$ cat config.mk
export PLATFORM = sky130hd
export DESIGN_NAME = fsr_ctrl
export DESIGN_NICKNAME = d
export VERILOG_FILES = /design/src/hw/fsr_pkg.sv /design/src/hw/fsr_sync.sv /design/src/hw/fsr_ctrl.sv
export SDC_FILE = /design/constraint.sdc
export NUM_CORES = 1
export LEC_CHECK = 0
export BUFFER_PORTS_ARGS = -buffer_cell sky130_fd_sc_hd__buf_2
export CORE_MARGIN = 1.5
export CORE_UTILIZATION = 40
export DETAILED_ROUTE_END_ITERATION = 10
export PLACE_DENSITY = 0.7
export SETUP_SLACK_MARGIN = 0.5
export SLEW_MARGIN = 0
export SYNTH_ARGS = -nofsm -noshare
export SYNTH_HDL_FRONTEND = slang
export SYNTH_SLANG_ARGS = --single-unit
export TNS_END_PERCENT = 100
$ cat constraint.sdc
create_clock -name clock -period 2.1 [get_ports clock]
set_input_delay 0.42 -clock clock [delete_from_list [all_inputs] [get_ports clock]]
set_output_delay 0.42 -clock clock [all_outputs]
set_load 0.02 [all_outputs]
$ cat src/hw/fsr_pkg.sv
package fsr_pkg;

  // ==========================================================================
  // Widths and clock
  localparam int FSR_AW          = 24;
  localparam int FSR_DW          = 16;
  localparam int FSR_CLK_NS      = 40;
  localparam int FSR_SYNC_STAGES = 2;

  // ==========================================================================
  // Pin timing, in ns, and derived cycle counts (least times round up)
  localparam int FSR_T_ACC_NS   = 70;
  localparam int FSR_T_WP_NS    = 35;
  localparam int FSR_T_RP_NS    = 500;
  localparam int FSR_T_READY_NS = 20000;
  localparam logic [15:0] FSR_RD_CYC = 16'((FSR_T_ACC_NS + FSR_CLK_NS - 1)
                                           / FSR_CLK_NS + FSR_SYNC_STAGES);
  localparam logic [15:0] FSR_WP_CYC = 16'((FSR_T_WP_NS + FSR_CLK_NS - 1)
                                           / FSR_CLK_NS);
  localparam logic [15:0] FSR_RP_CYC = 16'((FSR_T_RP_NS + FSR_CLK_NS - 1)
                                           / FSR_CLK_NS);
  localparam logic [15:0] FSR_READY_CYC = 16'((FSR_T_READY_NS
                                              + FSR_CLK_NS - 1) / FSR_CLK_NS);

  // ==========================================================================
  // Register word indices (byte address = 4 * index)
  localparam logic [2:0] FSR_IDX_CMD    = 3'h0;
  localparam logic [2:0] FSR_IDX_ADDR   = 3'h1;
  localparam logic [2:0] FSR_IDX_DATA   = 3'h2;
  localparam logic [2:0] FSR_IDX_STATUS = 3'h3;
  localparam logic [2:0] FSR_IDX_RDATA  = 3'h4;

  // Status register flag positions
  localparam int FSR_ST_BUSY    = 0;
  localparam int FSR_ST_DONE    = 1;
  localparam int FSR_ST_FAIL    = 2;
  localparam int FSR_ST_TMO     = 3;
  localparam int FSR_ST_ABT     = 4;
  localparam int FSR_ST_RDY     = 5;
  localparam int FSR_ST_RESTART = 6;

  // Flash status word bit positions
  localparam int FSR_B_POLL  = 7;
  localparam int FSR_B_TOG1  = 6;
  localparam int FSR_B_TMO   = 5;
  localparam int FSR_B_ERASE = 3;
  localparam int FSR_B_TOG2  = 2;
  localparam int FSR_B_ABT   = 1;

  // Flash command words
  localparam logic [FSR_DW-1:0] FSR_CMD_RESET = 16'h00f0;
  localparam logic [FSR_DW-1:0] FSR_CMD_UNL1  = 16'h00aa;
  localparam logic [FSR_DW-1:0] FSR_CMD_UNL2  = 16'h0055;
  localparam logic [FSR_AW-1:0] FSR_ADR_UNL1  = 24'h000555;
  localparam logic [FSR_AW-1:0] FSR_ADR_UNL2  = 24'h0002aa;

  // ==========================================================================
  // Operations and states
  typedef enum logic [2:0] {
    FSR_OP_NONE   = 3'h0,
    FSR_OP_READ   = 3'h1,
    FSR_OP_WRITE  = 3'h2,
    FSR_OP_TOGGLE = 3'h3,
    FSR_OP_DPOLL  = 3'h4,
    FSR_OP_SWRST  = 3'h5,
    FSR_OP_ABRST  = 3'h6,
    FSR_OP_HWRST  = 3'h7
  } fsr_op_t;

  typedef enum logic [7:0] {
    FSR_S_IDLE  = 8'h01,
    FSR_S_WRSU  = 8'h02,
    FSR_S_WRPL  = 8'h04,
    FSR_S_WRHD  = 8'h08,
    FSR_S_RD    = 8'h10,
    FSR_S_EVAL  = 8'h20,
    FSR_S_RSTLO = 8'h40,
    FSR_S_RSTRC = 8'h80
  } fsr_state_t;

  // Whole controller state
  typedef struct packed {
    fsr_state_t        st;
    fsr_op_t           op;
    logic [15:0]       cnt;
    logic [1:0]        seq;
    logic              first;
    logic              recheck;
    logic              final_rd;
    logic              cancel;
    logic              prev_tog;
    logic [FSR_AW-1:0] cfg_addr;
    logic [FSR_DW-1:0] cfg_data;
    logic [FSR_DW-1:0] rdata;
    logic [FSR_DW-1:0] last_status;
    logic              busy;
    logic              done;
    logic              fail;
    logic              tmo;
    logic              abt;
    logic              restart;
    logic              ce_n;
    logic              oe_n;
    logic              we_n;
    logic              fl_reset_n;
    logic [FSR_AW-1:0] pin_addr;
    logic [FSR_DW-1:0] dq_out;
    logic              dq_oe;
    logic              dph_wr;
    logic [2:0]        dph_idx;
    logic [31:0]       hrdata;
    logic              hready;
  } fsr_regs_t;

endpackage : fsr_pkg

$ cat src/hw/fsr_sync.sv
`timescale 1ns/10ps
`default_nettype none

module fsr_sync #(
  parameter int W = 1
) (
  input  wire logic         clock,
  input  wire logic         rst_n,
  input  wire logic [W-1:0] d,
  output logic      [W-1:0] q
);

  logic [W-1:0] meta_r;
  logic [W-1:0] q_r;

  // ==========================================================================
  // Two-flop synchroniser; first stage feeds only the second
  always_ff @(posedge clock or negedge rst_n) begin
    if (!rst_n) begin
      meta_r <= '0;
      q_r    <= '0;
    end else begin
      meta_r <= d;
      q_r    <= meta_r;
    end
  end

  assign q = q_r;

endmodule : fsr_sync

`default_nettype wire

$ cat src/hw/fsr_ctrl.sv
`timescale 1ns/10ps
`default_nettype none

module fsr_ctrl
  import fsr_pkg::*;
(
  input  wire logic              clock,
  input  wire logic              rst_n,
  input  wire logic              hsel,
  input  wire logic [31:0]       haddr,
  input  wire logic [1:0]        htrans,
  input  wire logic              hwrite,
  input  wire logic [2:0]        hsize,
  input  wire logic [31:0]       hwdata,
  input  wire logic              hready,
  output logic                   hreadyout,
  output logic [31:0]            hrdata,
  output logic                   hresp,
  output logic [FSR_AW-1:0]      flash_addr,
  input  wire logic [FSR_DW-1:0] flash_dq_in,
  output logic [FSR_DW-1:0]      flash_dq_out,
  output logic                   flash_dq_oe,
  output logic                   flash_ce_n,
  output logic                   flash_oe_n,
  output logic                   flash_we_n,
  output logic                   flash_reset_n,
  input  wire logic              ready_busy_out_n
);

  fsr_regs_t         state_r;
  fsr_regs_t         state_nxt;
  logic [FSR_DW-1:0] dq_sync;
  logic              rb_sync_n;
  logic              rb_busy;
  logic [FSR_AW+FSR_DW-1:0] ab_first;
  logic [FSR_AW+FSR_DW-1:0] ab_next;
  logic              addr_ph;
  logic              word_ok;

  // ==========================================================================
  // Pin synchronisers: the flash has no clock, so every input is async.
  // Busy is synced active high so the reset value matches the idle pin.
  fsr_sync #(
    .W (FSR_DW + 1)
  ) u_sync (
    .clock (clock),
    .rst_n (rst_n),
    .d     ({~ready_busy_out_n, flash_dq_in}),
    .q     ({rb_busy, dq_sync})
  );

  assign rb_sync_n = ~rb_busy;

  // ==========================================================================
  // Helpers
  // Start one read cycle at the configured address; poll reads never move
  function automatic fsr_regs_t go_read(input fsr_regs_t x);
    fsr_regs_t y;
    y          = x;
    y.st       = FSR_S_RD;
    y.ce_n     = 1'b0;
    y.oe_n     = 1'b0;
    y.we_n     = 1'b1;
    y.dq_oe    = 1'b0;
    y.pin_addr = x.cfg_addr;
    y.cnt      = FSR_RD_CYC - 16'h1;
    return y;
  endfunction : go_read

  // Start one command write with output strobe held high
  function automatic fsr_regs_t go_write(input fsr_regs_t x,
                                         input logic [FSR_AW-1:0] a,
                                         input logic [FSR_DW-1:0] d);
    fsr_regs_t y;
    y          = x;
    y.st       = FSR_S_WRSU;
    y.ce_n     = 1'b0;
    y.oe_n     = 1'b1;
    y.we_n     = 1'b1;
    y.pin_addr = a;
    y.dq_out   = d;
    y.dq_oe    = 1'b1;
    return y;
  endfunction : go_write

  // Return to idle and report completion
  function automatic fsr_regs_t finish(input fsr_regs_t x);
    fsr_regs_t y;
    y       = x;
    y.st    = FSR_S_IDLE;
    y.busy  = 1'b0;
    y.done  = 1'b1;
    y.ce_n  = 1'b1;
    y.oe_n  = 1'b1;
    y.we_n  = 1'b1;
    y.dq_oe = 1'b0;
    y.cancel = 1'b0;
    return y;
  endfunction : finish

  // Abort-reset sequence: two unlock cycles, then the reset command
  function automatic logic [FSR_AW+FSR_DW-1:0] abrst_step(
    input logic [1:0] idx);
    case (idx)
      2'h0:    abrst_step = {FSR_ADR_UNL1, FSR_CMD_UNL1};
      2'h1:    abrst_step = {FSR_ADR_UNL2, FSR_CMD_UNL2};
      default: abrst_step = {FSR_ADR_UNL1, FSR_CMD_RESET};
    endcase
  endfunction : abrst_step

  // Register read view
  function automatic logic [31:0] reg_read(input fsr_regs_t x,
                                           input logic [2:0] idx,
                                           input logic rdy);
    logic [15:0] fl;
    fl                 = '0;
    fl[FSR_ST_BUSY]    = x.busy;
    fl[FSR_ST_DONE]    = x.done;
    fl[FSR_ST_FAIL]    = x.fail;
    fl[FSR_ST_TMO]     = x.tmo;
    fl[FSR_ST_ABT]     = x.abt;
    fl[FSR_ST_RDY]     = rdy;
    fl[FSR_ST_RESTART] = x.restart;
    case (idx)
      FSR_IDX_CMD:    reg_read = {29'h0, x.op};
      FSR_IDX_ADDR:   reg_read = {8'h0, x.cfg_addr};
      FSR_IDX_DATA:   reg_read = {16'h0, x.cfg_data};
      FSR_IDX_STATUS: reg_read = {x.last_status, fl};
      FSR_IDX_RDATA:  reg_read = {16'h0, x.rdata};
      default:        reg_read = 32'h0;
    endcase
  endfunction : reg_read

  // ==========================================================================
  // Bus decode: single word transfers only, zero wait states
  assign addr_ph = hsel && htrans[1] && hready;
  assign word_ok = (hsize == 3'h2) && (haddr[31:5] == 27'h0);

  // Abort-reset steps as nets; a call result cannot be sliced
  assign ab_first = abrst_step(2'h0);
  assign ab_next  = abrst_step(state_r.seq + 2'h1);

  // ==========================================================================
  // Next-state logic: bus writes first so hardware flag sets win
  always_comb begin
    state_nxt        = state_r;
    state_nxt.hready = 1'b1;
    state_nxt.dph_wr = 1'b0;

    // Address phase: capture write target, answer reads from current state
    if (addr_ph) begin
      state_nxt.dph_wr  = hwrite && word_ok;
      state_nxt.dph_idx = haddr[4:2];
      state_nxt.hrdata  = (!hwrite && word_ok)
                          ? reg_read(state_r, haddr[4:2], ~rb_sync_n)
                          : 32'h0;
    end

    // Data phase of a write
    if (state_r.dph_wr) begin
      case (state_r.dph_idx)
        FSR_IDX_ADDR: begin
          if (!state_r.busy) begin
            state_nxt.cfg_addr = hwdata[FSR_AW-1:0];
          end
        end
        FSR_IDX_DATA: begin
          if (!state_r.busy) begin
            state_nxt.cfg_data = hwdata[FSR_DW-1:0];
          end
        end
        FSR_IDX_STATUS: begin
          // Write one to the done bit clears all completion flags
          if (hwdata[FSR_ST_DONE]) begin
            state_nxt.done    = 1'b0;
            state_nxt.fail    = 1'b0;
            state_nxt.tmo     = 1'b0;
            state_nxt.abt     = 1'b0;
            state_nxt.restart = 1'b0;
          end
        end
        FSR_IDX_CMD: begin
          if (state_r.busy) begin
            // Writing no-op while busy stops polling at the next read
            if (hwdata[2:0] == FSR_OP_NONE) begin
              state_nxt.cancel = 1'b1;
            end
          end else if (hwdata[2:0] != FSR_OP_NONE) begin
            state_nxt.op       = fsr_op_t'(hwdata[2:0]);
            state_nxt.busy     = 1'b1;
            state_nxt.done     = 1'b0;
            state_nxt.fail     = 1'b0;
            state_nxt.tmo      = 1'b0;
            state_nxt.abt      = 1'b0;
            state_nxt.first    = 1'b1;
            state_nxt.recheck  = 1'b0;
            state_nxt.final_rd = 1'b0;
            state_nxt.cancel   = 1'b0;
            state_nxt.seq      = 2'h0;
            case (fsr_op_t'(hwdata[2:0]))
              FSR_OP_WRITE: begin
                state_nxt = go_write(state_nxt, state_r.cfg_addr,
                                     state_r.cfg_data);
              end
              FSR_OP_SWRST: begin
                state_nxt = go_write(state_nxt, state_r.cfg_addr,
                                     FSR_CMD_RESET);
              end
              FSR_OP_ABRST: begin
                state_nxt = go_write(state_nxt,
                                     ab_first[FSR_AW+FSR_DW-1:FSR_DW],
                                     ab_first[FSR_DW-1:0]);
              end
              FSR_OP_HWRST: begin
                // Busy device at reset: the interrupted job needs a rerun
                state_nxt.restart    = ~rb_sync_n;
                state_nxt.st         = FSR_S_RSTLO;
                state_nxt.fl_reset_n = 1'b0;
                state_nxt.ce_n       = 1'b1;
                state_nxt.oe_n       = 1'b1;
                state_nxt.we_n       = 1'b1;
                state_nxt.dq_oe      = 1'b0;
                state_nxt.cnt        = FSR_RP_CYC - 16'h1;
              end
              default: begin
                state_nxt = go_read(state_nxt);
              end
            endcase
          end
        end
        default: begin
        end
      endcase
    end

    // Pin sequencer
    case (state_r.st)
      FSR_S_IDLE: begin
      end
      FSR_S_WRSU: begin
        // Address settled; falling write strobe latches it
        state_nxt.we_n = 1'b0;
        state_nxt.cnt  = FSR_WP_CYC - 16'h1;
        state_nxt.st   = FSR_S_WRPL;
      end
      FSR_S_WRPL: begin
        if (state_r.cnt == 16'h0) begin
          // Both strobes rise together; data is held one more cycle
          state_nxt.we_n = 1'b1;
          state_nxt.ce_n = 1'b1;
          state_nxt.st   = FSR_S_WRHD;
        end else begin
          state_nxt.cnt = state_r.cnt - 16'h1;
        end
      end
      FSR_S_WRHD: begin
        if (state_r.op == FSR_OP_ABRST && state_r.seq != 2'h2) begin
          state_nxt.seq = state_r.seq + 2'h1;
          state_nxt = go_write(state_nxt,
            ab_next[FSR_AW+FSR_DW-1:FSR_DW],
            ab_next[FSR_DW-1:0]);
        end else begin
          state_nxt = finish(state_nxt);
        end
      end
      FSR_S_RD: begin
        if (state_r.cnt == 16'h0) begin
          // Deassert both strobes so the next read is a fresh cycle
          state_nxt.ce_n  = 1'b1;
          state_nxt.oe_n  = 1'b1;
          state_nxt.rdata = dq_sync;
          state_nxt.st    = FSR_S_EVAL;
        end else begin
          state_nxt.cnt = state_r.cnt - 16'h1;
        end
      end
      FSR_S_EVAL: begin
        if (state_r.op == FSR_OP_READ || state_r.final_rd) begin
          state_nxt = finish(state_nxt);
        end else if (state_r.cancel) begin
          // Dropped check; a later command starts over from step one
          state_nxt      = finish(state_nxt);
          state_nxt.done = 1'b0;
        end else begin
          state_nxt.last_status = state_r.rdata;
          state_nxt.prev_tog    = state_r.rdata[FSR_B_TOG1];
          state_nxt.first       = 1'b0;
          if ((state_r.op == FSR_OP_TOGGLE && !state_r.first &&
               state_r.rdata[FSR_B_TOG1] == state_r.prev_tog) ||
              (state_r.op == FSR_OP_DPOLL &&
               state_r.rdata[FSR_B_POLL] ==
               state_r.cfg_data[FSR_B_POLL])) begin
            // Finished: one more read fetches true array contents
            state_nxt.final_rd = 1'b1;
            state_nxt = go_read(state_nxt);
          end else if (state_r.op == FSR_OP_TOGGLE && state_r.first) begin
            state_nxt = go_read(state_nxt);
          end else if (state_r.recheck) begin
            // Still running after timeout: failed, reset the device
            state_nxt.fail = 1'b1;
            state_nxt.tmo  = 1'b1;
            state_nxt.op   = FSR_OP_SWRST;
            state_nxt = go_write(state_nxt, state_r.cfg_addr,
                                 FSR_CMD_RESET);
          end else if (state_r.rdata[FSR_B_TMO]) begin
            // Bit may have stopped just as timeout rose: look again
            state_nxt.recheck = 1'b1;
            state_nxt = go_read(state_nxt);
          end else if (state_r.rdata[FSR_B_ABT]) begin
            // Plain reset would not work; software runs the abort reset
            state_nxt      = finish(state_nxt);
            state_nxt.fail = 1'b1;
            state_nxt.abt  = 1'b1;
          end else begin
            state_nxt = go_read(state_nxt);
          end
        end
      end
      FSR_S_RSTLO: begin
        if (state_r.cnt == 16'h0) begin
          state_nxt.fl_reset_n = 1'b1;
          state_nxt.cnt        = FSR_READY_CYC - 16'h1;
          state_nxt.st         = FSR_S_RSTRC;
        end else begin
          state_nxt.cnt = state_r.cnt - 16'h1;
        end
      end
      FSR_S_RSTRC: begin
        // No command until the device accepts them again
        if (state_r.cnt == 16'h0) begin
          state_nxt = finish(state_nxt);
        end else begin
          state_nxt.cnt = state_r.cnt - 16'h1;
        end
      end
      default: begin
        state_nxt = finish(state_nxt);
      end
    endcase
  end

  // ==========================================================================
  // State register
  always_ff @(posedge clock or negedge rst_n) begin
    if (!rst_n) begin
      state_r            <= '0;
      state_r.st         <= FSR_S_IDLE;
      state_r.ce_n       <= 1'b1;
      state_r.oe_n       <= 1'b1;
      state_r.we_n       <= 1'b1;
      state_r.fl_reset_n <= 1'b1;
      state_r.hready     <= 1'b1;
    end else begin
      state_r <= state_nxt;
    end
  end

  // ==========================================================================
  // Outputs, all but the tied-off hresp straight from the state register
  assign hreadyout     = state_r.hready;
  assign hrdata        = state_r.hrdata;
  assign hresp         = 1'b0;
  assign flash_addr    = state_r.pin_addr;
  assign flash_dq_out  = state_r.dq_out;
  assign flash_dq_oe   = state_r.dq_oe;
  assign flash_ce_n    = state_r.ce_n;
  assign flash_oe_n    = state_r.oe_n;
  assign flash_we_n    = state_r.we_n;
  assign flash_reset_n = state_r.fl_reset_n;

endmodule : fsr_ctrl

`default_nettype wire

; After elaboration in Yosys (flattened, before gate mapping)
; Index checks and enable logic that the tools add are counted.
[totals]
ff_bits = 228
output_inout_bits = 79
[classes]
reduce_logical = 27
eq_ne = 28
addsub = 2
muxes = 58
bitwise = 1
[op_table]
columns = operator, count
row1 = 191-bit 2-to-1 mux, 7
row2 = 194-bit 2-to-1 mux, 5
row3 = 78-bit one-hot mux with 4 select lines, 1
row4 = 188-bit 2-to-1 mux, 1
row5 = 47-bit one-hot mux with 4 select lines, 1
row6 = 162-bit 2-to-1 mux, 1
row7 = 161-bit 2-to-1 mux, 1
row8 = 32-bit one-hot mux with 5 select lines, 1
row9 = 40-bit one-hot mux with 4 select lines, 1
row10 = 22-bit one-hot mux with 4 select lines, 1
row11 = 82-bit 2-to-1 mux, 1
row12 = 16-bit one-hot mux with 5 select lines, 1
row13 = 16-bit 2-to-1 mux, 4
row14 = 32-bit 2-to-1 mux, 2
row15 = 16-bit one-hot mux with 2 select lines, 2
row16 = 16-bit one-hot mux with 4 select lines, 1
row17 = 8-bit one-hot mux with 8 select lines, 1
row18 = 27-bit one-hot mux with 2 select lines, 1
row19 = 24-bit one-hot mux with 2 select lines, 1
row20 = 36-bit 2-to-1 mux, 1
row21 = 34-bit 2-to-1 mux, 1
row22 = 33-bit 2-to-1 mux, 1
row23 = 27-bit zero test, 1
row24 = 24-bit 2-to-1 mux, 1
row25 = other kinds (38), 77

; Logic depth before layout (Yosys ltp)
; Gate-level depths: netlist (run 1).
[depth]
ltp_word = 20
ltp_mapped = 9
depth_no_buf = 8

; Hierarchy
; A second synthesis (run 1) with hierarchy kept.
[hier_totals]
hier_cells = 1156
area_unflattened_um2 = 11398.4
[by_module_without_submodules]
columns = module, instances, seq_area_each_um2, area_per_inst_um2, cells_each
row1 = fsr_ctrl, 1, 4810.9, 10547.6, 1122
row2 = fsr_sync, 1, 850.8, 850.8, 34

; Worst setup path after synthesis (run 1)
; OpenSTA, ideal clock, no wires.
[synth_timing]
path_kind = register to register
from = reg state_r[167] (netlist bit)
to = reg state_r[111] (netlist bit)
synth_period_minus_slack_ns = 2.343
slack_ns = -0.243
n_path_buf = 1
path_stages_with_launch = 9
required_ns = 1.975
t_arrival_ns = 2.218
cell_sequence = dfrtp_1 > inv_1 > ha_1 > nor4b_2 > and3_1 > nand2_1 > nor4_4 > buf_4 > mux2_2
[synth_via]
elab_chain_len = 3
[synth_rtl]
columns = element, line
row1 = from (decl), fsr_ctrl.sv:30  ; fsr_regs_t state_r;
row2 = from (signal assigned), fsr_ctrl.sv:354  ; state_r <= state_nxt;
row3 = 16-bit zero test, fsr_ctrl.sv:267  ; if (state_r.cnt == 16'h0) begin
row4 = 16-bit 2-to-1 mux, fsr_ctrl.sv:267
row5 = 16-bit one-hot mux with 4 select lines, fsr_ctrl.sv:237  ; case (state_r.st)
; Every way passes these cells.

==> impl_results.md, run 1 <==
- Status: finished with violations
- Failing checks: negative setup slack
- Fin Clk Skew: about 9 ps
- Logic pwr share: 0.072
- Max IR drop VDD: around 630 uV
- Clk_lat worst skew: around 540 ps
- Setup total negative slack: -1190 ps
- Maximum clock frequency: about 460 MHz
- Vias in the first global route: 9846
- Final slew viol count: 0
- Startpoint Class: flip-flop
- Reg2Reg Setup Slack: -70 ps
- Power Internal: 7.11 mW
- Pwr dens: 575 mW/mm^2
- ANT nets after route: 0
- Tmin final: between 2000 and 2500 ps
- Worst path required time: 2550 ps
- Detailed-placement wirelength estimate: roughly 24 mm
- Buffers on Ports: between 150 and 200
- FFs w/ async S/R, synth: 1.00
- Sequential area share after synthesis: 0.506
- First-pass GRT wire length: 54.4 mm
- Via density: between 5 and 6
- Tot Pwr: 9.39 mW
- Total Routing Usage GR: 0.241
- Root Driver: clkbuf_16
- I/O pins: 170
- Starting density of the core: 0.405
- Area occupied by registers: between 0.005 and 0.006 sq mm
- Area of placed instances: 0.0132 sq mm
- Post-synth EDFFs: 0
- Cell count after synthesis: about 1100
- Syn Area/Cell: around 11 sq um
- Worst r2r src: state_r[33]
- Vias: ~10000
- Synth top area cells: dfrtp_1 49%, mux2_2 8.1%, buf_4 5.0%
- P_leak: ~7.4 nW
- Most used DFF post-synth: dfrtp_1
- Yosys cell types: 76
- Yosys reg bits: about 230
- R2R cell count: 7
- Leading area contributor after synthesis: dfrtp_1
- Design Area, Final: 0.0163 sq mm
- Initial antenna violation count: 3
- Top cell type's share of synthesized area: 0.494
- Crit share post-route: 1.03
- P&R area growth vs syn: 45.8%
- GPL Wtd Cong: 0.916
- MaxCap Viol Count: 0
- CP endpoint kind: flip-flop
- YS warnings: 0
- Total gr overflow: 0
- # setup viols final: 49
- TritonCTS Buffers: 25
- Full die area: 0.0290 sq mm
- Post-layout net count: 1458
- Initial DRC Count: roughly 980
- Clk buf depth: 3
- Drt first pass iters: 7
- CTS clk-pin slew, worst paths: roughly 60 ps
- Unrepaired setup endpoints after global routing: true
- Clk pwr share: 0.445
- Die width: between 150 and 200 um
- Row count: 61
- Hold Crit Start: flash_dq_in[0]
- Post-Route WL: about 39 mm
- DRC viols: 0
- Slew at the pin with the worst max-slew slack: 565 ps
- Filler instances: approximately 2100
- Hold WS: 2.85 ps
- Core area: between 0.02 and 0.03 sq mm
- Hold Crit Class: primary input to flip-flop
- Syn nets: 1160
- Largest net degree at the start of global routing: 65
- Clk sink count: between 200 and 250
- Layout cells sized above 1: 0.518
- Footprint of the multi-input gates: about 0.0060 sq mm
- Htree depth: 1
- Crit Path Class: flip-flop to flip-flop
- Die H: approximately 170 um
- Crit path max fanout: 10
- Synthesized area: 0.0112 sq mm
- R2R Path End: flash_addr[16]
- Worst Setup SP: state_r[33]
- Crit path arrival time: between 2000 and 3000 ps
- P_sw: between 2 and 2.5 mW
- CTS tree: built
- Post-route setup slack: -66.9 ps
- Flop pwr share: 0.484
- Final core utilization: 0.591
- Sw Share: 0.243
- Wirelength per Cell: 22.0 um
- Crit path to: flash_addr[16]
- Final Hold Viols: 0
- Slew headroom: 0.620
-- logic make-up after synthesis --
kind of cell / after synthesis / share of synthesized area
AO/OA/AOI/OAI: 305 / 0.182
XOR/XNOR: 10 / 0.00783
adder cells (fa/ha/maj): 6 / 0.00671
buffers and inverters: 145 / 0.0774
flip-flops: 226 / 0.506
multiplexers: 90 / 0.0894
other: 2 / 0.000671
AND/OR/NAND/NOR: 279 / 0.130
-- cell usage in the layout, fill, tap and decap left out, drive strengths merged, types with 17 or more instances in the layout --
| cell | instances |
|---|---|
| nor2 | 72 |
| mux2 | 80 |
| dfrtp | 221 |
| a22oi | 31 |
| clkbuf | 37 |
| a22o | 35 |
| nand3 | 17 |
| inv | 19 |
| a21oi | 55 |
| o22ai | 18 |
| buf | 380 |
| o21ai | 80 |
| nand2 | 99 |
-- stage by stage --
stage	worst slack, ps	std cells
floorplan	-179	1063
global placement	-108	1616
detailed placement	-146	1616
CTS	-65.5	1719
global route	-161	1756
finish	-66.9	1756
-- synth_stat cells, types with 6 or more instances --
library cell	count
a22oi_1	31
a21oi_1	53
a31oi_1	9
nor4_1	11
dfrtp_1	221
ha_1	6
xor2_1	7
mux2_2	80
a21o_1	13
o221ai_1	6
nor2b_1	10
nand3_1	16
buf_2	7
or2_2	6
o31ai_1	13
mux2i_1	10
a211oi_1	6
clkbuf_1	36
nor2_1	71
o21ai_0	80
a22o_1	35
inv_1	18
o21bai_1	8
o22ai_1	18
nor3_1	10
nand2_1	99
buf_4	75
-- metal layers --
layer  track usage  share of wire
met1         0.326           0.40
met2         0.387           0.48
met3        0.0414          0.078
met4        0.0947          0.044
met5             0        0.00018
-- final cells by class --
cell class / count / area share
multi-input cells: 693 / 0.369
flip-flops and latches: 226 / 0.347
repair buffers: 397 / 0.203
clock buffers: 34 / 0.0435
well taps: 378 / 0.0290
inverters: 18 / 0.00414
clock inverters: 9 / 0.00368
diodes: 1 / 0.000153
-- power by group through the flow --
stage               sequential (mW)  combinational, mW  clock (mW)
floorplan                      4.57              0.238           0
global placement               4.60              0.525           0
detailed placement             4.61              0.534           0
CTS                            4.53              0.598        4.20
global route                   4.55              0.724        4.39
finish                         4.54              0.672        4.17
-- registers in the layout (all words and copies together), names as in the netlist --
register,count
hrdata,32
flash_ce_n,1
u_sync.q,17
flash_reset_n,1
state_r,115
u_sync.meta_r,17
flash_oe_n,1
flash_dq_out,16
flash_we_n,1
flash_addr,24
flash_dq_oe,1
-- how the worst min path moves through the flow --
stage / depth (start not counted) / end / slack (ps)
floorplan: 0 / flash_addr[0] / 120
global placement: 0 / u_sync.q[9] / 330
detailed placement: 0 / u_sync.q[16] / 340
CTS: 1 / u_sync.meta_r[4] / 1
global route: 1 / u_sync.meta_r[4] / 2
finish: 1 / u_sync.meta_r[0] / 3
-- timing repair --
item                                    in CTS  in global routing
endpoints found under the setup margin     118                175
hold endpoints to repair                    68                  0
gates cloned                                 5                  4
gates resized for setup                    182                163
pin swaps                                   67                 65
buffers inserted                            41                 32
hold buffers                                14                  0
-- worst max-delay path, stage by stage, from the launching register on --
cell and delay [ps]:
dfrtp_1 380, or4b_4 620, nor4_4 170, buf_4 190, buf_6 180, a22o_1 240
nand2_1 110, a21oi_2 190
No activity file was read; power rests on OpenSTA's default activity.
==> run 2, diff against run 1 <==
--- a/config.mk
+++ b/config.mk
@@ -6,10 +6,12 @@
 export NUM_CORES = 1
 export LEC_CHECK = 0
 export BUFFER_PORTS_ARGS = -buffer_cell sky130_fd_sc_hd__buf_2
+export CELL_PAD_IN_SITES_DETAIL_PLACEMENT = 0
+export CELL_PAD_IN_SITES_GLOBAL_PLACEMENT = 2
 export CORE_MARGIN = 1.5
-export CORE_UTILIZATION = 40
+export CORE_UTILIZATION = 33
 export DETAILED_ROUTE_END_ITERATION = 10
-export PLACE_DENSITY = 0.7
+export PLACE_DENSITY = 0.84
 export SETUP_SLACK_MARGIN = 0.5
 export SLEW_MARGIN = 0
 export SYNTH_ARGS = -nofsm -noshare
==> run 2 against run 1 <==
The run still ends with negative setup slack left. Highest routed layer is now met4. Critical path type unchanged. Clock power rose by 3%. Largest cell class unchanged. Critical endpoint is now flash_addr[20]. Cell count rose by 3.8%. First-iteration DRC count fell by 24%. Clock-buffer cell count rose by 2. Critical path depth rose by 3. Sequential share of layout area rose by 0.39 points.
==> impl_results.md, run 2 (synthesis results as in run 1) <==
- Status: finished with violations
- Failing checks: negative setup slack
- Max IR drop VDD: 677 uV (+7.9%)
- Startpoint Class: flip-flop
- Wirelength per Cell: 20.0 um (-9.1%)
- DRC viols: 0 (unchanged)
- Crit path arrival time: 2680 ps (+60 ps)
- Hold Crit Class: primary input to flip-flop
- Layout cells sized above 1: 0.486 (-0.0320)
- First-pass GRT wire length: 56.4 mm (+3.7%)
- Met3 GRT Util: 0.0330 (-0.00837)
- Initial antenna violation count: 0 (-3)
- Unrepaired setup endpoints after global routing: true
- Reg2Reg Setup Slack: -110 ps (-40 ps)
- Final slew viol count: 0 (unchanged)
- Total Routing Usage GR: 0.204 (-0.0370)
- Crit path largest cell delay: 550 ps (-70 ps)
- CP max stage cell: or4b_4
- Htree depth: 1 (unchanged)
- Most common cell after layout, fill and taps aside: dfrtp_1
- Clk buf depth: 3 (unchanged)
- Vias: 9534 (-6.5%)
- Detailed-placement wirelength estimate: 24.6 mm (+3.9%)
- Vias in the first global route: 9681 (-1.7%)
- Post-layout net count: 1453 (-0.34%)
- Filler instances: 3018 (+43%)
- CTS tree: built
- Met1 GRT Util: 0.288 (-0.0382)
- Post-route setup slack: -110 ps (-42.8 ps)
- Root Driver: clkbuf_16
- Crit share post-route: 1.05 (+0.0204)
- ANT nets after route: 0 (unchanged)
- Most frequent cells in the layout: 216 x dfrtp_1, 148 x buf_2, 129 x buf_4
- Starting density of the core: 0.335 (-0.0705)
- Tot Pwr: 9.47 mW (+0.92%)
- Clk sink count: 226 (unchanged)
- Area occupied by registers: 0.00567 sq mm (unchanged)
- MaxCap Viol Count: 0 (unchanged)
- P_leak: 7.35 nW (-0.77%)
- Total gr overflow: 0 (unchanged)
- Crit Path Class: flip-flop to flip-flop
- TritonCTS Buffers: 25 (unchanged)
- Max reg flops: 115 (unchanged)
- Largest reg by FF count: state_r
- Fin Clk Skew: 19.3 ps (+10.1 ps)
- Core area: 0.0334 sq mm (+21%)
- Footprint of the multi-input gates: 0.00570 sq mm (-5.3%)
- CP endpoint kind: flip-flop
- Worst path cell trace: or4b_4, buf_12, nor4_4, buf_6, buf_6, buf_12, buf_16, a22o_1, nand2_1, a21oi_1
- Row count: 67 (+9.8%)
- Via density: 5.23 (-9.9%)
- Tmin final: 2210 ps (+42.8 ps)
- Largest net degree at the start of global routing: 79 (+22%)
- Full die area: 0.0350 sq mm (+21%)
- Buffers on Ports: 156 (unchanged)
- Clk_lat worst skew: 550 ps (about the same)
- Pwr dens: 587 mW/mm^2 (+2.1%)
- Crit path max fanout: 6 (-4)
- Drt first pass iters: 5 (-2)
- Pre-CTS setup slack: -98.7 ps (+46.9 ps)
- Final Hold Viols: 0 (unchanged)
- Die H: 187 um (+9.9%)
- I/O pins: 170 (unchanged)
- Worst path required time: 2570 ps (+20 ps)
- Met2 usage: 0.327 (-0.0597)
- CTS clk-pin slew, worst paths: 60 ps (about the same)
- Ant. Diodes: 0 (-1)
- Grt peak-use layer: met2
- Maximum clock frequency: 453 MHz (-1.9%)
- P&R area growth vs syn: 44.2%
- # setup viols final: 38 (-22%)
- Post-Route WL: 36.5 mm (-5.6%)
- Die width: 187 um (+9.9%)
- Final core utilization: 0.482 (-0.108)
- GPL Wtd Cong: 0.851 (-7.1%)
- Initial DRC Count: 743 (-24%)
-- run 2: cell types whose count changed in the layout (fill, tap and decap cells not counted), sizes merged --
cell and delta:
buf -6, clkinv -3, clkinvlp +3, dlygate4sd3 +3, a211oi -1, bufinv +1, clkbuf +1, diode -1
-- run 2: routing by layer --
metal,share of wire,wire [um]
met5,0,0
met4,0.023,825
met3,0.058,2130
met2,0.46,16900
met1,0.46,16700
-- run 2: stage by stage --
stage,instance area [sq um],setup TNS [ps],hold WS [ps],cells
after global placement,13300,-989,250,1680
after global routing,16100,-6610,21.7,1823
after CTS,15500,-1910,0.106,1798
after floorplan,11600,-2780,124,1063
after detailed placement,13300,-2060,252,1680
final,16100,-1890,20.6,1823
-- run 2: path summary, 6_finish.rpt --
path / startpoint / to / cells after the start
worst min-delay path: ready_busy_out_n / u_sync.meta_r[16] / 2
min in group asynchronous: rst_n / u_sync.meta_r[6] / 2
worst max-delay path: state_r[36] / flash_addr[20] / 10
worst max register to register: state_r[36] / flash_addr[20] / 10
worst min register to register: u_sync.meta_r[12] / u_sync.q[12] / 0
max in group asynchronous: rst_n / u_sync.meta_r[9] / 3
-- run 2: area by class of cell --
type,count,share of cell area
well taps,448,0.0347
repair buffers,393,0.207
clock buffers,36,0.0432
multi-input cells,692,0.353
clock inverters,10,0.00628
inverters,18,0.00434
flip-flops and latches,226,0.351
-- run 2: critical path, delay by kind of cell, from the launching register on --
| family | cells | cell delay [ps] |
|---|---|---|
| and+or+nand+nor | 3 | 740 |
| DFF | 1 | 430 |
| AOI/OAI and AO/OA | 2 | 300 |
| buffers and inverters | 5 | 640 |
-- run 2: repair_timing --
| action | CTS | global route |
|---|---|---|
| pin swaps | 79 | 63 |
| gates cloned | 6 | 2 |
| endpoints found under the setup margin | 143 | 172 |
| hold endpoints to repair | 160 | 0 |
| setup buffers | 49 | 23 |
| hold buffers | 17 | 0 |
| gates resized for setup | 196 | 76 |
-- run 2: where the power goes --
| group | total [mW] | switching, mW | leakage (nW) | internal (mW) |
|---|---|---|---|---|
| Clock | 4.31 | 1.86 | 0.383 | 2.45 |
| Sequential | 4.54 | 0.0910 | 2.79 | 4.45 |
| Combinational | 0.622 | 0.339 | 4.18 | 0.283 |
